$ cat config.mk
export PLATFORM = sky130hd
export DESIGN_NAME = rws_sequencer
export DESIGN_NICKNAME = d
export VERILOG_FILES = /design/src/rws_pkg.sv /design/src/rws_sequencer.sv
export VERILOG_INCLUDE_DIRS = /design/src /design/src/src
export SDC_FILE = /design/constraint.sdc
export NUM_CORES = 1
export LEC_CHECK = 0
export ABC_AREA = 1
export BUFFER_PORTS_ARGS = -buffer_cell sky130_fd_sc_hd__buf_2
export CORE_MARGIN = 3
export CORE_UTILIZATION = 55
export DETAILED_ROUTE_END_ITERATION = 8
export GPL_ROUTABILITY_DRIVEN = 0
export PLACE_DENSITY = 0.81
export REMOVE_ABC_BUFFERS = 1
export SKIP_CTS_REPAIR_TIMING = 1
export SYNTH_ARGS = -nofsm -noshare
export SYNTH_HDL_FRONTEND = slang
export SYNTH_SLANG_ARGS = --single-unit
$ cat constraint.sdc
create_clock -name clk_i -period 2.4 [get_ports clk_i]
set_input_delay 0.36 -clock clk_i [delete_from_list [all_inputs] [get_ports clk_i]]
set_output_delay 0.36 -clock clk_i [all_outputs]
set_load 0.02 [all_outputs]
$ cat src/rws_defines.svh
// Register indices, field positions, reset values and timing counts of
// the reset and watchdog sequencer. Included by its bare name.
`ifndef RWS_DEFINES_SVH
`define RWS_DEFINES_SVH
// Register indices; the byte address is four times the index.
`define RWS_IDX_STATUS 8'h03
`define RWS_IDX_CAUSE  8'h8E
`define RWS_IDX_CFG    8'h40
`define RWS_IDX_OPT    8'h41
`define RWS_IDX_STATE  8'h42
`define RWS_IDX_WDT    8'h43
// Field positions.
`define RWS_ST_TO      4
`define RWS_ST_PD      3
`define RWS_PC_POR     1
`define RWS_PC_BOR     0
// Reset values.
`define RWS_STATUS_POR 8'h18
`define RWS_CAUSE_POR  2'h0
`define RWS_CFG_RST    8'h9B
`define RWS_OPT_RST    4'hF
`define RWS_VEC_RESET  13'h0000
`define RWS_VEC_IRQ    13'h0004
// Times in their own units and the counts derived from them.
`define RWS_CLK_NS      5
`define RWS_LFOSC_HZ    31000
`define RWS_WDT_BASE_US 17000
`define RWS_POWERUP_TIMER_US     64000
`define RWS_BROWNOUT_MIN_DURATION_NS     100
`define RWS_OST_PERIODS 1024
`define RWS_WDT_BASE_TICKS \
  ((`RWS_WDT_BASE_US * `RWS_LFOSC_HZ) / 1000000)
`define RWS_POWERUP_TIMER_TICKS \
  ((`RWS_POWERUP_TIMER_US * `RWS_LFOSC_HZ) / 1000000)
`define RWS_BROWNOUT_MIN_DURATION_CYC \
  ((`RWS_BROWNOUT_MIN_DURATION_NS + `RWS_CLK_NS - 1) / `RWS_CLK_NS)
`endif

$ cat src/rws_pkg.sv
// Types shared by the reset and watchdog sequencer.
// Assumes nothing beyond a SystemVerilog compiler.
package rws_pkg;
  typedef enum logic [2:0] {
    CM_CRYSTAL_LOW  = 3'h0,
    CM_CRYSTAL_MID  = 3'h1,
    CM_CRYSTAL_HIGH = 3'h2,
    CM_EXT_RC       = 3'h3,
    CM_INTERNAL_OSC = 3'h4,
    CM_EXT_CLOCK    = 3'h5
  } rws_clk_mode_t;

  typedef enum logic [2:0] {
    ST_HOLD  = 3'h0,
    ST_POWERUP_TIMER  = 3'h1,
    ST_OST   = 3'h2,
    ST_RUN   = 3'h3,
    ST_SLEEP = 3'h4,
    ST_WAKE  = 3'h5
  } rws_state_t;

  typedef struct packed {
    rws_clk_mode_t clk_mode;
    logic [1:0]    brownout_enable_field;
    logic          brownout_level_select;
    logic          powerup_timer_cfg;
    logic          wdt_en;
  } rws_cfg_t;

  typedef struct packed {
    logic       prescaler_assign;
    logic [2:0] ps;
  } rws_opt_t;
endpackage : rws_pkg

$ cat src/rws_sequencer.sv
// Reset sequencer, brown-out filter, watchdog and reset-cause flags.
// Assumes ticks of the 31 kHz and system oscillators arrive as one-cycle
// pulses on clk_i, and the supply comparators as synchronous levels.
// How it works
// - Watchdog counts ticks of the 31 kHz oscillator, not the system clock.
// - One 8-bit prescaler; assign bit and 3-bit ratio set the period.
// - Period runs from 17 ms at 1:1 to about 2.2 s at 1:128.
// - Start-up timer borrows the watchdog counter; watchdog held meanwhile.
// - With the enable bit set the watchdog runs and software cannot stop it.
// - Cleared when disabled, by clear instruction, on RC-type sleep exit.
// - After crystal-mode wake-up the watchdog stays clear until start-up ends.
// - Brown-out mode field: 11 always, 10 not in sleep, 0X off.
// - One bit picks one of two brown-out trip points.
// - Supply below the trip for the minimum duration resets the device.
// - Brown-out during the power-up timer restarts it after recovery.
// - Flash erase forces brown-out detection on at the lowest trip.
// - Power-up timer follows power-on; start-up timer follows power-up timer.
// - Time-outs run regardless of the reset pin; its release starts at once.
// - Crystal modes add 1024 oscillator periods; others only power-up delay.
// - External clock with power-up timer disabled gives no time-out.
// - Cause bit 0 clears on brown-out; software sets it to watch.
// - Cause bit 1 clears on power-on only; software writes it to 1.
// - Interrupt wake-up with global enable loads the interrupt vector.
// - Pin and watchdog resets apply their own status values.
// - Power-up timer holds reset 64 ms, on watchdog oscillator ticks.
// - Power-up timer config bit set disables it, clear enables it.
// - Time-out and power-down flags tell the reset source apart.
//
// Design decision made here: the Wishbone register port.
`include "rws_defines.svh"

module rws_sequencer #(
  parameter int ADR_W = 10
) (
  input  wire logic             clk_i,
  input  wire logic             rst_i,
  input  wire logic             wb_cyc_i,
  input  wire logic             wb_stb_i,
  input  wire logic             wb_we_i,
  input  wire logic [ADR_W-1:0] wb_adr_i,
  input  wire logic [3:0]       wb_sel_i,
  input  wire logic [31:0]      wb_dat_i,
  output logic      [31:0]      wb_dat_o,
  output logic                  wb_ack_o,
  input  wire logic             lf_tick_i,
  input  wire logic             osc_tick_i,
  input  wire logic             por_i,
  input  wire logic             vdd_below_lo_i,
  input  wire logic             vdd_below_hi_i,
  input  wire logic             external_reset_pin_n_i,
  input  wire logic             flash_erase_i,
  input  wire logic             clear_watchdog_instr_i,
  input  wire logic             sleep_instr_i,
  input  wire logic             irq_wake_i,
  input  wire logic             global_irq_enable_i,
  output logic                  sys_reset_o,
  output logic                  sleeping_o,
  output logic                  wake_o,
  output logic                  pc_load_o,
  output logic      [12:0]      pc_load_addr_o
);

  function automatic logic is_crystal(rws_pkg::rws_clk_mode_t m);
    return (m == rws_pkg::CM_CRYSTAL_LOW) ||
           (m == rws_pkg::CM_CRYSTAL_MID) ||
           (m == rws_pkg::CM_CRYSTAL_HIGH);
  endfunction

  function automatic logic [7:0] ratio_m1(logic [2:0] ps);
    return (8'h01 << ps) - 8'h01;
  endfunction

  rws_pkg::rws_state_t state;
  rws_pkg::rws_state_t next_state;
  rws_pkg::rws_cfg_t   cfg;
  rws_pkg::rws_opt_t   opt;
  logic                cfg_locked;
  logic [7:0]          status;
  logic [7:0]          next_status;
  logic [1:0]          cause;
  logic [1:0]          next_cause;
  logic [10:0]         ripple;
  logic [10:0]         next_ripple;
  logic [7:0]          presc;
  logic [10:0]         powerup_timer_cnt;
  logic [7:0]          bor_cnt;
  logic                pin_low_q;
  logic                wake_irq;

  // Bus decode.
  wire        bus_req  = wb_cyc_i & wb_stb_i & ~wb_ack_o;
  wire [7:0]  idx      = wb_adr_i[9:2];
  wire        wr_lane0 = bus_req & wb_we_i & wb_sel_i[0];
  wire        wr_stat  = wr_lane0 && (idx == `RWS_IDX_STATUS);
  wire        wr_cause = wr_lane0 && (idx == `RWS_IDX_CAUSE);
  wire        wr_cfg   = wr_lane0 && (idx == `RWS_IDX_CFG);
  wire        wr_opt   = wr_lane0 && (idx == `RWS_IDX_OPT);
  wire [31:0] rd_data  =
    (idx == `RWS_IDX_STATUS) ? {24'h000000, status} :
    (idx == `RWS_IDX_CAUSE)  ? {30'h00000000, cause} :
    (idx == `RWS_IDX_CFG)    ? {24'h000000, cfg} :
    (idx == `RWS_IDX_OPT)    ? {28'h0000000, opt} :
    (idx == `RWS_IDX_STATE)  ? {26'h0000000, cfg_locked, sleeping_o,
                                sys_reset_o, state} :
    (idx == `RWS_IDX_WDT)    ? {13'h0000, presc, ripple} :
                               32'h00000000;

  // State groups.
  wire crystal  = is_crystal(cfg.clk_mode);
  wire pin_low  = ~external_reset_pin_n_i;
  wire in_run   = (state == rws_pkg::ST_RUN);
  wire in_sleep = (state == rws_pkg::ST_SLEEP);
  wire in_ost   = (state == rws_pkg::ST_OST) ||
                  (state == rws_pkg::ST_WAKE);

  // Brown-out detection.
  wire bor_on   = flash_erase_i ||
                  (cfg.brownout_enable_field == 2'h3) ||
                  ((cfg.brownout_enable_field == 2'h2) && !in_sleep);
  wire below    = flash_erase_i ? vdd_below_lo_i :
                  (cfg.brownout_level_select ? vdd_below_lo_i : vdd_below_hi_i);
  wire bor_low  = bor_on & below;
  wire bor_hit  = bor_low &&
                  (bor_cnt == 8'(`RWS_BROWNOUT_MIN_DURATION_CYC - 1));
  wire hold     = por_i | bor_low;

  // Timer expiries.
  wire powerup_timer_done = lf_tick_i &&
                   (powerup_timer_cnt == 11'(`RWS_POWERUP_TIMER_TICKS - 1));
  wire ost_done  = in_ost && osc_tick_i &&
                   (ripple == 11'(`RWS_OST_PERIODS - 1));
  wire wdt_run   = (in_run | in_sleep) & cfg.wdt_en;
  wire base_done = wdt_run && lf_tick_i &&
                   (ripple == 11'(`RWS_WDT_BASE_TICKS - 1));
  wire wdt_to    = base_done &&
                   (!opt.prescaler_assign || (presc == ratio_m1(opt.ps)));

  // Events that change the flags.
  wire ev_bor      = bor_hit & ~por_i &
                     (state != rws_pkg::ST_HOLD);
  wire ev_pin_run  = in_run & pin_low & ~pin_low_q;
  wire ev_pin_slp  = (in_sleep | (state == rws_pkg::ST_WAKE)) &
                     pin_low;
  wire ev_wdt_rst  = in_run & wdt_to & ~pin_low;
  wire ev_wdt_wake = in_sleep & wdt_to & ~pin_low;
  wire ev_irq_wake = in_sleep & irq_wake_i & ~wdt_to & ~pin_low;
  wire ev_sleep    = in_run & sleep_instr_i & ~pin_low & ~wdt_to;
  wire ev_clear_watchdog_instr   = in_run & clear_watchdog_instr_i & ~pin_low;
  wire wake_req    = ev_wdt_wake | ev_irq_wake;
  wire exit_rc     = wake_req & ~crystal;
  wire wake_done   = (exit_rc || ((state == rws_pkg::ST_WAKE) &&
                     ost_done && !pin_low)) && !por_i && !bor_hit;
  wire wdt_clr     = !cfg.wdt_en || ev_clear_watchdog_instr || ev_sleep ||
                     exit_rc || pin_low || !(in_run | in_sleep);

  // Sequencer.
  always_comb begin
    next_state = state;
    case (state)
      rws_pkg::ST_HOLD: begin
        if (!hold) begin
          if (!cfg.powerup_timer_cfg) begin
            next_state = rws_pkg::ST_POWERUP_TIMER;
          end else if (crystal) begin
            next_state = rws_pkg::ST_OST;
          end else begin
            next_state = rws_pkg::ST_RUN;
          end
        end
      end
      rws_pkg::ST_POWERUP_TIMER: begin
        if (powerup_timer_done) begin
          next_state = crystal ? rws_pkg::ST_OST
                               : rws_pkg::ST_RUN;
        end
      end
      rws_pkg::ST_OST: begin
        if (ost_done) begin
          next_state = rws_pkg::ST_RUN;
        end
      end
      rws_pkg::ST_RUN: begin
        if (ev_sleep) begin
          next_state = rws_pkg::ST_SLEEP;
        end
      end
      rws_pkg::ST_SLEEP: begin
        if (ev_pin_slp || exit_rc) begin
          next_state = rws_pkg::ST_RUN;
        end else if (wake_req) begin
          next_state = rws_pkg::ST_WAKE;
        end
      end
      rws_pkg::ST_WAKE: begin
        if (ev_pin_slp || ost_done) begin
          next_state = rws_pkg::ST_RUN;
        end
      end
      default: begin
        next_state = rws_pkg::ST_HOLD;
      end
    endcase
    if (por_i || bor_hit) begin
      next_state = rws_pkg::ST_HOLD;
    end
  end

  // The start-up count and the watchdog base share one ripple counter,
  // so the watchdog is necessarily idle while the oscillator settles.
  always_comb begin
    next_ripple = 11'h000;
    if (in_ost) begin
      next_ripple = ripple + 11'(osc_tick_i);
      if (ost_done) begin
        next_ripple = 11'h000;
      end
    end else if (!wdt_clr && lf_tick_i) begin
      next_ripple = base_done ? 11'h000 : ripple + 11'h001;
    end else if (!wdt_clr) begin
      next_ripple = ripple;
    end
  end

  // Flags: hardware events come last so they win over a software write.
  always_comb begin
    next_status = status;
    next_cause  = cause;
    if (wr_stat) begin
      next_status[7:5] = wb_dat_i[7:5];
      next_status[2:0] = wb_dat_i[2:0];
    end
    if (wr_cause) begin
      next_cause = wb_dat_i[1:0];
    end
    if (ev_clear_watchdog_instr) begin
      next_status[`RWS_ST_TO] = 1'b1;
      next_status[`RWS_ST_PD] = 1'b1;
    end
    if (ev_sleep) begin
      next_status[`RWS_ST_TO] = 1'b1;
      next_status[`RWS_ST_PD] = 1'b0;
    end
    if (ev_pin_run) begin
      next_status[7:5] = 3'h0;
    end
    if (ev_pin_slp) begin
      next_status[7:5] = 3'h0;
      next_status[`RWS_ST_TO] = 1'b1;
      next_status[`RWS_ST_PD] = 1'b0;
    end
    if (ev_wdt_rst) begin
      next_status[7:5] = 3'h0;
      next_status[`RWS_ST_TO] = 1'b0;
      next_status[`RWS_ST_PD] = 1'b1;
    end
    if (ev_wdt_wake) begin
      next_status[`RWS_ST_TO] = 1'b0;
      next_status[`RWS_ST_PD] = 1'b0;
    end
    if (ev_irq_wake) begin
      next_status[`RWS_ST_TO] = 1'b1;
      next_status[`RWS_ST_PD] = 1'b0;
    end
    if (ev_bor) begin
      next_status[7:3] = 5'h03;
      next_cause[`RWS_PC_BOR] = 1'b0;
    end
    if (por_i) begin
      next_status = `RWS_STATUS_POR;
      next_cause  = `RWS_CAUSE_POR;
    end
  end

  // Merged reset: time-outs, pin and a one-cycle watchdog reset.
  wire next_busy  = (next_state == rws_pkg::ST_HOLD) ||
                    (next_state == rws_pkg::ST_POWERUP_TIMER) ||
                    (next_state == rws_pkg::ST_OST);
  wire next_rst   = next_busy | pin_low | ev_wdt_rst;
  wire rst_leave  = sys_reset_o & ~next_rst;
  wire vec_load   = wake_done & (wake_irq | ev_irq_wake) &
                    global_irq_enable_i;

  always_ff @(posedge clk_i) begin
    if (rst_i) begin
      state <= rws_pkg::ST_HOLD;
    end else begin
      state <= next_state;
    end
  end

  always_ff @(posedge clk_i) begin
    if (rst_i) begin
      status <= `RWS_STATUS_POR;
      cause  <= `RWS_CAUSE_POR;
    end else begin
      status <= next_status;
      cause  <= next_cause;
    end
  end

  // Configuration takes one write after reset and is then frozen.
  always_ff @(posedge clk_i) begin
    if (rst_i) begin
      cfg        <= rws_pkg::rws_cfg_t'(`RWS_CFG_RST);
      cfg_locked <= 1'b0;
      opt        <= rws_pkg::rws_opt_t'(`RWS_OPT_RST);
    end else begin
      if (wr_cfg && !cfg_locked) begin
        cfg        <= rws_pkg::rws_cfg_t'(wb_dat_i[7:0]);
        cfg_locked <= 1'b1;
      end
      if (wr_opt) begin
        opt <= rws_pkg::rws_opt_t'(wb_dat_i[3:0]);
      end
    end
  end

  // Watchdog ripple counter and shared prescaler.
  always_ff @(posedge clk_i) begin
    if (rst_i) begin
      ripple <= 11'h000;
      presc  <= 8'h00;
    end else begin
      ripple <= next_ripple;
      if (wdt_clr || !opt.prescaler_assign || wdt_to) begin
        presc <= 8'h00;
      end else if (base_done) begin
        presc <= presc + 8'h01;
      end
    end
  end

  // Power-up timer and brown-out duration filter.
  always_ff @(posedge clk_i) begin
    if (rst_i) begin
      powerup_timer_cnt <= 11'h000;
      bor_cnt  <= 8'h00;
    end else begin
      if (state != rws_pkg::ST_POWERUP_TIMER) begin
        powerup_timer_cnt <= 11'h000;
      end else if (lf_tick_i) begin
        powerup_timer_cnt <= powerup_timer_cnt + 11'h001;
      end
      if (!bor_low) begin
        bor_cnt <= 8'h00;
      end else if (!bor_hit) begin
        bor_cnt <= bor_cnt + 8'h01;
      end
    end
  end

  always_ff @(posedge clk_i) begin
    if (rst_i) begin
      pin_low_q <= 1'b0;
      wake_irq  <= 1'b0;
    end else begin
      pin_low_q <= pin_low;
      if (ev_irq_wake) begin
        wake_irq <= 1'b1;
      end else if (wake_req || wake_done || !in_ost) begin
        wake_irq <= 1'b0;
      end
    end
  end

  always_ff @(posedge clk_i) begin
    if (rst_i) begin
      sys_reset_o    <= 1'b1;
      sleeping_o     <= 1'b0;
      wake_o         <= 1'b0;
      pc_load_o      <= 1'b0;
      pc_load_addr_o <= `RWS_VEC_RESET;
    end else begin
      sys_reset_o <= next_rst;
      sleeping_o  <= (next_state == rws_pkg::ST_SLEEP) ||
                     (next_state == rws_pkg::ST_WAKE);
      wake_o      <= wake_done;
      pc_load_o   <= rst_leave | vec_load;
      if (rst_leave) begin
        pc_load_addr_o <= `RWS_VEC_RESET;
      end else if (vec_load) begin
        pc_load_addr_o <= `RWS_VEC_IRQ;
      end
    end
  end

  // Classic bus: every access is answered one cycle after strobe.
  always_ff @(posedge clk_i) begin
    if (rst_i) begin
      wb_ack_o <= 1'b0;
      wb_dat_o <= 32'h00000000;
    end else begin
      wb_ack_o <= bus_req;
      if (bus_req && !wb_we_i) begin
        wb_dat_o <= rd_data;
      end
    end
  end

endmodule // rws_sequencer

---- Word-level counts from Yosys, hierarchy flattened ----
Index checks and enable logic that the tools add are counted.
W data, S select, Z words.
storage, ports and cells
  register bits after elaboration ......... 104
  input port bits ......................... 62
  output and inout bits ................... 50
  word-level logic and storage cells ...... 202
cells by class
  $add $sub $neg .......................... 6
  equality and inequality tests ........... 25
  shifts and indexed selects .............. 1
  muxes and demuxes ....................... 32
  bitwise logic cells ..................... 43
  reductions and logical operators ........ 67
operators by type and width
  kind                     count
  $mux W19                 6
  $mux W11                 5
  $eq A8 B7 Y1 const B     4
  $and A1 B1 Y1            27
  $mux W3                  8
  $add A11 B1 Y11 const B  2
  $eq A11 B10 Y1 const B   2
  $logic_or A1 B1 Y1       22
  $logic_and A1 B1 Y1      19
  $pmux W3 S6              1
  $add A8 B1 Y8 const B    2
  $eq A3 B2 Y1 const B     4
  $eq A3 B3 Y1 const B     4
  $mux W2                  6
  $add A11 B1 Y11          1
  $eq A11 B11 Y1 const B   1
  $logic_not A1 Y1         10
  $reduce_or A2 Y1         5
  $eq A3 B1 Y1 const B     3
  $logic_not A3 Y1         3
  $eq A8 B2 Y1 const B     1
  $eq A8 B5 Y1 const B     1
  $eq A8 B8 Y1             1
  $eq A8 B8 Y1 const B     1
  other kinds (14)         35

---- Depth between registers and ports, before layout ----
Gate-level depths: netlist (run 1).
  depth after elaboration ................. 23
  mapped depth ............................ 19

---- Least setup slack after synthesis (run 1) ----
No wires, ideal clock.
  kind .................................... flip-flop to flip-flop
  start point ............................. reg ripple[1]
  end point ............................... reg pc_load_addr_o[2]
  setup time .............................. 110 ps
  arrival time ............................ 1910 ps
  data required time ...................... 2290 ps
  path slack .............................. 379 ps
  cell stages (with the launch flop) ...... 18
  path buffers ............................ 0
  cell sequence ........................... dfxtp_1 -> ha_1 -> inv_1 -> nor2_1 -> nand2_1 -> nor2_1 -> nand2_1 -> nor2_1 -> nor2_1 -> and3_1 -> nand2_1 -> nor2_1 -> nor2_1 -> nand2_1 -> nand2_2 -> nand3_2 -> nand3_1 -> inv_1
on the way
  longest elaborated chain between the ends .. 20
  elaborated cells on any way between the ends .. 42
  those cells by class .................... eq/ne: 4; mux: 7; bitwise: 17; reduce/logical: 14
ends and longest elaborated chain
  element                                           RTL line                                    source
  start: declaration                                rws_sequencer.sv:82                         logic [10:0] ripple;
  start signal: assignment                          rws_sequencer.sv:324                        ripple <= next_ripple;
  $eq A11 B10 Y1                                    rws_sequencer.sv:134                        (ripple == 11'(`RWS_WDT_BASE_TICKS - 1));
  $logic_and A1 B1 Y1                               rws_sequencer.sv:133                        wire base_done = wdt_run && lf_tick_i &&
  $logic_and A1 B1 Y1                               rws_sequencer.sv:135                        wire wdt_to = base_done &&
  $not A1 Y1                                        rws_sequencer.sv:146, rws_sequencer.sv:147
  $and A1 B1 Y1 (2 in a row)                        rws_sequencer.sv:146                        wire ev_irq_wake = in_sleep & irq_wake_i & ~wdt_to & ~pin_low;
  $or A1 B1 Y1                                      rws_sequencer.sv:149                        wire wake_req = ev_wdt_wake | ev_irq_wake;
  $and A1 B1 Y1                                     rws_sequencer.sv:150                        wire exit_rc = wake_req & ~crystal;
  $logic_or A1 B1 Y1                                rws_sequencer.sv:188                        if (ev_pin_slp || exit_rc) begin
  (+2 left out)                                     --
  $mux W3                                           rws_sequencer.sv:203                        if (por_i || bor_hit) begin
  $eq A3 B1 Y1 or $logic_not A3 Y1 (tied branches)  rws_sequencer.sv:276, rws_sequencer.sv:275
  $logic_or A1 B1 Y1                                rws_sequencer.sv:275                        wire next_busy = (next_state == rws_pkg::ST_HOLD) ||
  $logic_or A1 B1 Y1                                rws_sequencer.sv:276                        (next_state == rws_pkg::ST_POWERUP_TIMER) ||
  $or A1 B1 Y1 (2 in a row)                         rws_sequencer.sv:278                        wire next_rst = next_busy | pin_low | ev_wdt_rst;
  $not A1 Y1                                        rws_sequencer.sv:279                        wire rst_leave = sys_reset_o & ~next_rst;
  $and A1 B1 Y1                                     rws_sequencer.sv:279
  $reduce_or A2 Y1 (no source line)                 --
  end signal: assignment                            rws_sequencer.sv:372                        pc_load_addr_o <= `RWS_VEC_RESET;
  end signal: assignment                            rws_sequencer.sv:380                        pc_load_addr_o <= `RWS_VEC_RESET;
  end signal: assignment                            rws_sequencer.sv:382                        pc_load_addr_o <= `RWS_VEC_IRQ;
  end: declaration                                  rws_sequencer.sv:60                         output logic [12:0] pc_load_addr_o
Several ways; a longest one is shown, not always the timed one.
A chain may end at the register's enable or synchronous reset.

---- Final worst setup path (run 1) ----
  start point ............................. reg ripple[0]
  end point ............................... reg presc[3]
on the way
  longest elaborated chain between the ends .. 14
  elaborated cells on any way between the ends .. 18
  those cells by class .................... eq/ne: 1; bitwise: 8; reduce/logical: 9
ends and longest elaborated chain
  element                            RTL line                                    source
  $eq A11 B10 Y1 *                   rws_sequencer.sv:134
  $logic_and A1 B1 Y1 *              rws_sequencer.sv:133
  $logic_and A1 B1 Y1                rws_sequencer.sv:135
  $not A1 Y1                         rws_sequencer.sv:146, rws_sequencer.sv:147
  $and A1 B1 Y1 (2 in a row)         rws_sequencer.sv:146
  $or A1 B1 Y1                       rws_sequencer.sv:149
  $and A1 B1 Y1                      rws_sequencer.sv:150
  $logic_or A1 B1 Y1                 rws_sequencer.sv:153                        wire wdt_clr = !cfg.wdt_en || ev_clear_watchdog_instr || ev_sleep ||
  $logic_or A1 B1 Y1 (2 in a row)    rws_sequencer.sv:154                        exit_rc || pin_low || !(in_run | in_sleep);
  $logic_or A1 B1 Y1 (2 in a row)    rws_sequencer.sv:325                        if (wdt_clr || !opt.prescaler_assign || wdt_to) begin
  $reduce_or A2 Y1 (no source line)  --
  end signal: assignment             rws_sequencer.sv:328                        presc <= presc + 8'h01;
  end: declaration                   rws_sequencer.sv:84                         logic [7:0] presc;
Every way passes the cells marked *; elsewhere a longest branch is shown, timed or not.

==> reports/metrics.cfg, run 1 <==
[yosys]
synth_edf_count=0
netlist_area_sq_um=5032
synthDistinctLibCells=49
synth.avg_cell_area_sq_um=6.913
yosysWarningCount=0
synth_seq_cells=91
synth.most_common_cell=nand2_1
synth_top_area_cell=dfxtp_1
ys_top_cells_by_count=149 x nand2_1, 91 x dfxtp_1, 84 x inv_1
async_flop_share_pct=0
synthCells=728
seq_area_frac_synth_pct=36.20
synth_flop_cell=dfxtp_1
synthTopCellsByArea=dfxtp_1 36%, nand2_1 11%, inv_1 6.3%, nor2_1 6.2%, a21oi_1 5.5%
synth_top_area_share_pct=36.20

[job]
maxCapViolCount=0

[hold_path]
hold-path-cell-count=3
holdPathEnd=cfg[4]$_SDFFE_PP1P_
hp-class=in2reg
hp-start=wb_dat_i[4]

[worst_setup_path]
cp_max_fo=5
crit_top_cell=nand2_4
max_stage_delay_ns=0.36
worst-r2r-setup-slack_ns=0.15
worstPathArrival_ns=2.55
cp-end-kind=register
critPathTopFamily=simple AND/OR/NAND/NOR gates
critPathLaunchType=register
worst_r2r_path_depth=15
r2r-end=presc[3]$_SDFFE_PP0P_
cp_slowest_cell=dfxtp_2
cp_cell_sequence=inv_2, ha_1, nand2_1, nor3_2, nand3_1, nor2_4, nand2_4, nand2_4, nand2_4, nor2_4, nand2_4, clkinv_2, nand4_4, buf_6, nor3b_2
path_class=reg2reg
rr_startpoint=ripple[0]$_SDFFE_PP0P_
cp.required_ns=2.70
crit_buf_inv=3

[clock_network]
cts_tree=built
path_clk_slew_ns=0.09
clk_path_buf_depth=2
worstSkewPairLatency_ns=0.36
cts_buffers=9
cts_root_buffer=clkbuf_8
clock-sinks=91
htree_num_levels=3

[global_route]
grt_pass1_wl_um=21500
overflow=0
antenna_found_initial=0
grt_max_degree=28
grt_pass1_vias=4742
track_usage_pct=26.04

[placement]
io_buffers=57
hpwl_um=10070
placed_cell_area_sq_um=5418

[sta]
skew_ns=0.01165
layout_min_cycle_time_ns=2.255
finalCritPeriodShare_pct=93.95
rsz0062_at_grt=true
hold_slack_ns=0.2057
drv_slew=0
fin_tns_setup_ns=0
relSlewSlack_pct=46.66
hold_viol_final=0
max_slew.worst_pin.slew_ns=0.7901
max_clock_freq_ghz=0.4435
setup_viol=0

[drt]
routed_wl_um=13350
drc=0
wl_per_cell_um=14.57
drt_pass1_iterations=7
via_per_inst=5.593
ant_nets=0
route.vias.total=5123
drt-initial-drc-count=492

[power_and_ir_drop]
p_leak_nw=2.450
p_comb_share_pct=7.1
share_seq_of_total_power_pct=51.2
switchingPower_w=0.0007109
p_int_w=0.002276
swShare_pct=23.80
power_w=0.002987
clkPwrFrac_pct=41.7
pwr_density_cell_nw_per_um2=520.9
vdd_drop_max_mv=0.4227

[final_layout]
syn_to_final_growth_pct=13.95
fillers=796
drive_above_1_share_pct=16.34
finish.utilization_pct=65.12
n_antenna_cell=0
fin_nets=872
fin_area_sq_um=5734

[floorplan]
die_x_um=101.7
die_area_sq_um=10330
core_area_sq_um=8806
die_h_um=101.7
initial_core_util_pct=57.15
row_count=34
io_pins=112

[outcome]
outcome=complete, no violations

## flip-flops by register name, summed over array words and instances (netlist names), 2 cells and up
| register | count |
|---|---|
| status | 8 |
| state | 3 |
| cfg | 8 |
| opt | 4 |
| wb_dat_o | 19 |
| powerup_timer_cnt | 11 |
| cause | 2 |
| bor_cnt | 8 |
| presc | 8 |
| ripple | 11 |
## power groups by stage
stage          clock network, W  logic, W  registers (W)
6_report                0.00124  0.000213        0.00153
3_3_place_gp                  0  0.000204        0.00156
3_5_place_dp                  0  0.000208        0.00156
4_1_cts                 0.00125  0.000209        0.00153
5_1_grt                 0.00132  0.000233        0.00153
2_1_floorplan                 0  0.000111        0.00157
## stage by stage
stage,cells,worst slack (ns)
2_1_floorplan,711,0.1289
3_3_place_gp,894,0.1742
3_5_place_dp,894,0.08454
4_1_cts,910,0.07444
5_1_grt,916,-0.03817
6_report,916,0.1453
## worst register-to-register path, delay by kind of cell (launching register included)
family                     cells  cell delay (ns)
adders and majority gates      1             0.14
DFF                            1             0.36
and+or+nand+nor               11             1.32
buffers and inverters          3             0.37
## cells by family (layout without fill, tap and decap cells)
kind of cell | after synthesis | count (layout) | synth area share, %
compound gates | 134 | 134 | 15.39
other cells | 1 | 25 | 0.07452
simple gates | 349 | 349 | 32.17
flops | 91 | 91 | 36.20
xor+xnor | 14 | 14 | 2.437
fa+ha+maj | 7 | 7 | 1.740
buf+inv | 132 | 188 | 11.98
## per-layer routing
| layer | track usage (%) | routed length [um] | vias to the layer above |
|---|---|---|---|
| met5 | 0 | 0 | - |
| met4 | 10.33 | 414 | 0 |
| met3 | 4.614 | 891 | 44 |
| met2 | 44.92 | 6436 | 221 |
| met1 | 32.13 | 5605 | 2349 |
| li1 | - | - | 2509 |
## cell usage in the layout (no fill, tap or decap), types with 4 or more instances in the layout
cell type	Yosys	routed
a21oi_1	55	55
a221oi_1	4	4
a31oi_1	11	11
buf_2	1	57
buf_4	26	21
clkbuf_8	0	9
conb_1	1	25
dfxtp_1	91	87
dfxtp_2	0	4
ha_1	7	7
inv_1	84	83
inv_2	4	5
nand2_1	149	149
nand2_2	4	4
nand2_4	4	4
nand3_1	51	51
nand4_1	9	9
nor2_1	83	82
nor3_1	20	18
nor3_2	2	4
nor4_1	7	7
o211ai_1	11	11
o21ai_0	33	33
o21ai_1	5	5
xor2_1	12	12
## area by class of cell
type | count | area (sq um) | area share (%)
repair buffers | 81 | 485.5 | 8.466
flip-flops and latches | 91 | 1827 | 31.86
multi-input cells | 529 | 2710 | 47.26
inverters | 91 | 342.8 | 5.979
clock buffers | 12 | 135.1 | 2.357
clock inverters | 4 | 98.84 | 1.724
well taps | 108 | 135.1 | 2.357
## how the worst max path moves through the flow
stage	cells past startpoint	slack, ns	from	to
2_1_floorplan	6	0.13	wb_ack_o$_SDFF_PP0_	wb_dat_o[1]$_SDFFE_PP0P_
3_3_place_gp	10	0.17	wb_adr_i[7]	cfg[6]$_SDFFE_PP0P_
3_5_place_dp	15	0.08	ripple[0]$_SDFFE_PP0P_	ripple[9]$_SDFFE_PP0P_
4_1_cts	15	0.07	ripple[0]$_SDFFE_PP0P_	ripple[9]$_SDFFE_PP0P_
5_1_grt	17	-0.04	ripple[0]$_SDFFE_PP0P_	pc_load_addr_o[2]$_SDFFE_PP0P_
6_report	15	0.15	ripple[0]$_SDFFE_PP0P_	presc[3]$_SDFFE_PP0P_
(Power assumes the default switching activity.)
==> run 2, diff against run 1 <==
==> constraint.sdc (replaced) <==
create_clock -name clk_i -period 2.4 [get_ports clk_i]
set_input_delay 0.12 -clock clk_i [delete_from_list [all_inputs] [get_ports clk_i]]
set_output_delay 0.12 -clock clk_i [all_outputs]
set_load 0.02 [all_outputs]
==> run 2 against run 1 <==
The run now ends with negative hold slack left. First-iteration DRC count decreased by 26%. Largest cell class unchanged. Combinational power is essentially flat. Die area stayed put. Hold slack got worse by 0.24 ns. Worst setup slack better by 0.059 ns. Clock-buffer cell count is 1 lower. Sequential cell count is the same.
==> reports/metrics.cfg, run 2 (same netlist as run 1, synthesis figures left out) <==
[power_and_ir_drop]
vdd_drop_max_mv=0.3768
p_comb_share_pct=7.9
share_seq_of_total_power_pct=57.2
pwr_density_cell_nw_per_um2=477.9
switchingPower_w=0.0007138
clkPwrFrac_pct=34.9
p_leak_nw=2.350
p_int_w=0.001959
swShare_pct=26.70

[sta]
rsz0062_at_grt=false
hold_viol_final=1
hold_slack_ns=-0.03389
max_slew.worst_pin.slew_ns=0.7943
relSlewSlack_pct=46.37
setup_viol=0
max_clock_freq_ghz=0.4553
layout_min_cycle_time_ns=2.196
finalCritPeriodShare_pct=91.51
skew_ns=0.01358
fin_ws_ns=0.2039
drv_slew=0
fin_tns_setup_ns=0

[clock_network]
htree_num_levels=3
path_clk_slew_ns=0.09
worstSkewPairLatency_ns=0.36
cts_tree=built
clk_path_buf_depth=2
cts_root_buffer=clkbuf_8
cts_buffers=9
clock-sinks=91

[outcome]
outcome=complete, but fails checks
violations=negative hold slack

[drt]
wl_met2_um=5900
drt_pass1_iterations=7
drc=0
via_per_inst=5.499
ant_nets=0
wl_met3_um=1026
wl_per_cell_um=14.07
routed_wl_um=12750
wl_met1_um=5479
route.vias.total=4982
drt-initial-drc-count=366
top_layer=met4

[floorplan]
die_h_um=101.7
row_count=34
io_pins=112
die_area_sq_um=10330
die_x_um=101.7
core_area_sq_um=8806
initial_core_util_pct=57.15

[placement]
pre_cts_ws_ns=0.09018
placed_cell_area_sq_um=5373
io_buffers=57
hpwl_um=9726

[worst_setup_path]
cp_cell_sequence=inv_1, ha_1, nand2_1, nor3_2, nand3_1, nor2_4, nand2_4, nand2_4, nand2_4, nor2_4, nand2_4, nor2_8, inv_2, o21ai_1, a31oi_1
path_class=reg2reg
max_stage_delay_ns=0.35
cp_max_fo=8
worst_r2r_path_depth=15
rr_startpoint=ripple[0]$_SDFFE_PP0P_
endpoint=ripple[3]$_SDFFE_PP0P_
cp.required_ns=2.64
critPathLaunch=ripple[0]$_SDFFE_PP0P_
r2r-end=ripple[3]$_SDFFE_PP0P_
cp-end-kind=register
worstPathArrival_ns=2.44
critPathLaunchType=register
cp_slowest_cell=dfxtp_2
crit_top_cell=nand2_4
worst-r2r-setup-slack_ns=0.20

[global_route]
grt_pass1_vias=4505
antenna_found_initial=0
grt_max_degree=27
overflow=0
track_usage_pct=25.08
grt_pass1_wl_um=20910

[final_layout]
drive_above_1_share_pct=16.04
largest_reg_flops=19
fin_nets=862
final_common_cell=nand2_1
syn_to_final_growth_pct=11.16
layout_common_cells=149 x nand2_1, 86 x dfxtp_1, 84 x inv_1, 80 x nor2_1, 57 x buf_2
top_register=wb_dat_o
top_regs=wb_dat_o: 19 flops, powerup_timer_cnt: 11 flops, ripple: 11 flops
n_antenna_cell=0
fin_area_sq_um=5594

[job]
maxCapViolCount=0

[hold_path]
hp-class=in2reg

-- run 2: stage by stage --
stage	utilization [%]	total power [W]	instances
global route	63.53	0.002782	906
floorplan	-	0.001684	711
CTS	62.94	0.002680	904
global placement	61.01	0.001767	888
finish	63.53	0.002673	906
detailed placement	61.01	0.001771	888
-- run 2: final cells by class --
class / count / area [sq um]
fillers: 809 / 3212
multi-input cells: 529 / 2728
flip-flops and latches: 91 / 1828
repair buffers: 71 / 390.4
inverters: 91 / 342.8
well taps: 108 / 135.1
clock buffers: 11 / 131.4
clock inverters: 5 / 38.79
-- run 2: routing by layer --
layer,global-route usage (%),vias to the layer above
li1,-,2481
met1,32.41,2242
met2,41.65,225
met3,5.234,34
met4,8.487,0
met5,0,-
-- run 2: how the worst min path moves through the flow --
stage                start  depth (start not counted)                    to  slack, ns
2_1_floorplan        rst_i                          1  pin_low_q$_SDFF_PP0_       0.19
3_3_place_gp   wb_dat_i[4]                          3   cfg[4]$_SDFFE_PP1P_       0.33
3_5_place_dp   wb_dat_i[4]                          3   cfg[4]$_SDFFE_PP1P_       0.34
4_1_cts        wb_dat_i[4]                          3   cfg[4]$_SDFFE_PP1P_      -0.04
5_1_grt        wb_dat_i[4]                          3   cfg[4]$_SDFFE_PP1P_     0.0009
6_report       wb_dat_i[4]                          3   cfg[4]$_SDFFE_PP1P_      -0.03
-- run 2: critical path: cells and delay by family, from the launching register on --
| kind | cells | cell delay, ns |
|---|---|---|
| adder cells (fa/ha/maj) | 1 | 0.16 |
| AND/OR/NAND/NOR | 10 | 1.14 |
| buffers and inverters | 2 | 0.20 |
| flip-flops | 1 | 0.35 |
| AO/OA/AOI/OAI | 2 | 0.23 |
-- run 2: power by group through the flow --
| stage | clock (W) | combinational, W | sequential (W) |
|---|---|---|---|
| global route | 0.00102 | 0.000233 | 0.00153 |
| global placement | 0 | 0.000203 | 0.00156 |
| detailed placement | 0 | 0.000206 | 0.00156 |
| finish | 0.000933 | 0.000211 | 0.00153 |
| floorplan | 0 | 0.000111 | 0.00157 |
| CTS | 0.000943 | 0.000208 | 0.00153 |
==> run 3, diff against run 2 <==
--- a/config.mk
+++ b/config.mk
@@ -13,4 +13,5 @@
 export DETAILED_ROUTE_END_ITERATION = 8
 export GPL_ROUTABILITY_DRIVEN = 0
+export HOLD_SLACK_MARGIN = 0.03
 export PLACE_DENSITY = 0.81
 export REMOVE_ABC_BUFFERS = 1
==> constraint.sdc (replaced) <==
create_clock -name clk_i -period 2.4 [get_ports clk_i]
set_input_delay 0.24 -clock clk_i [delete_from_list [all_inputs] [get_ports clk_i]]
set_output_delay 0.24 -clock clk_i [all_outputs]
set_load 0.02 [all_outputs]
==> run 3 against run 2 <==
Highest routed layer unchanged. Clock-buffer cell count up 1. Clock skew barely moved. Utilization rose by 0.41 points. Power increased by 5.2%. First-iteration DRC count increased by 9.8%. Die area did not move. Design area up 0.65%. The flow now finishes without violations. Via count grew 2.6%.
==> reports/metrics.cfg, run 3 (same netlist as run 1, synthesis figures left out) <==
[outcome]
outcome=complete, no violations

[sta]
layout_min_cycle_time_ns=2.203
finalCritPeriodShare_pct=91.78
rsz0062_at_grt=false
max_slew.worst_pin.slew_ns=0.7216
drv_slew=0
skew_ns=0.01328
max_clock_freq_ghz=0.4540
relSlewSlack_pct=51.28
hold_viol_final=0
setup_viol=0
fin_tns_setup_ns=0

[worst_setup_path]
critPathLaunchType=register
rr_startpoint=ripple[0]$_SDFFE_PP0P_
cp_max_fo=8
cp.required_ns=2.64
worst-r2r-setup-slack_ns=0.20
worst_r2r_path_depth=15
r2r-end=ripple[3]$_SDFFE_PP0P_
critPathLaunch=ripple[0]$_SDFFE_PP0P_
cp-end-kind=register
endpoint=ripple[3]$_SDFFE_PP0P_
path_class=reg2reg
worstPathArrival_ns=2.44

[placement]
dp_cells=892
io_buffers=57
placed_cell_area_sq_um=5403
hpwl_um=9764

[final_layout]
largest_reg_flops=19
syn_to_final_growth_pct=11.88
drive_above_1_share_pct=15.63
fin_area_sq_um=5630
top_regs=wb_dat_o: 19 flops, powerup_timer_cnt: 11 flops, ripple: 11 flops
instances_no_fill=908
fin_nets=865
final_common_cell=nand2_1
top_register=wb_dat_o
finish.utilization_pct=63.94
n_antenna_cell=0
layout_common_cells=149 x nand2_1, 88 x dfxtp_1, 84 x inv_1, 82 x nor2_1, 57 x buf_2

[global_route]
grt_pass1_wl_um=20280
grt_max_degree=32
grt_pass1_vias=4453
antenna_found_initial=0
overflow=0
track_usage_pct=24.51

[drt]
routed_wl_um=12760
via_per_inst=5.630
wl_per_cell_um=14.05
drt_pass1_iterations=7
ant_nets=0
drt-initial-drc-count=402
route.vias.total=5112
drc=0

[floorplan]
die_x_um=101.7
die_area_sq_um=10330
io_pins=112
initial_core_util_pct=57.15
row_count=34
die_h_um=101.7
core_area_sq_um=8806

[clock_network]
cts_root_buffer=clkbuf_8
worstSkewPairLatency_ns=0.36
htree_num_levels=3
cts_tree=built
cts_buffers=9
path_clk_slew_ns=0.09
clock-sinks=91
clk_path_buf_depth=2

[power_and_ir_drop]
p_leak_nw=2.392
pwr_density_cell_nw_per_um2=499.4
vdd_drop_max_mv=0.3756

[job]
maxCapViolCount=0

[hold_path]
hp-class=in2reg

-- run 3: worst min path at each step --
stage,end,startpoint,slack (ns),depth (start not counted)
after floorplan,pin_low_q$_SDFF_PP0_,rst_i,0.31,1
after global placement,wb_dat_o[17]$_SDFFE_PP0P_,wb_dat_o[17]$_SDFFE_PP0P_,0.45,2
after detailed placement,wb_dat_o[18]$_SDFFE_PP0P_,wb_dat_o[18]$_SDFFE_PP0P_,0.45,2
after CTS,cfg[4]$_SDFFE_PP1P_,wb_dat_i[4],0.08,3
after global routing,cfg[4]$_SDFFE_PP1P_,wb_dat_i[4],0.09,3
final,cfg[4]$_SDFFE_PP1P_,wb_dat_i[4],0.09,3
-- run 3: layout make-up --
class,instances,area [sq um]
clock buffer,12,155.1
clock inverter,3,46.29
fill,772,3176
inverter,91,342.8
multi-input combinational,529,2713
sequential,91,1826
tap,108,135.1
timing repair buffer,74,412.9
-- run 3: layer usage --
| metal | track usage (%) | vias to the layer above | wire length [um] |
|---|---|---|---|
| met2 | 40.90 | 217 | 6038 |
| met3 | 5.716 | 27 | 1029 |
| li1 | - | 2505 | - |
| met1 | 31.34 | 2363 | 5370 |
| met5 | 0 | - | 0 |
| met4 | 7.873 | 0 | 318 |
-- run 3: stage by stage --
stage	total power (W)	setup slack [ns]	hold WS (ns)
floorplan	0.001684	0.1289	0.3067
global placement	0.001768	0.2362	0.4500
detailed placement	0.001772	0.1526	0.4527
CTS	0.002822	0.1336	0.08294
global route	0.002915	0.0004277	0.09058
finish	0.002812	0.1974	0.08808
-- run 3: critical path, cell delays in order (launching register included) --
cell	delay (ns)
dfxtp_2	0.36
inv_1	0.12
ha_1	0.15
nand2_1	0.06
nor3_2	0.14
nand3_1	0.15
nor2_4	0.20
nand2_4	0.10
nand2_4	0.09
nand2_4	0.07
nor2_4	0.10
nand2_4	0.10
nor2_8	0.16
inv_2	0.09
o21ai_1	0.14
a31oi_1	0.05
-- run 3: power breakdown --
group          leakage, nW  internal [W]  switching, W
Combinational         1.56     0.0000582      0.000154
Sequential           0.736       0.00152    0.00000796
Clock               0.0991      0.000537      0.000533
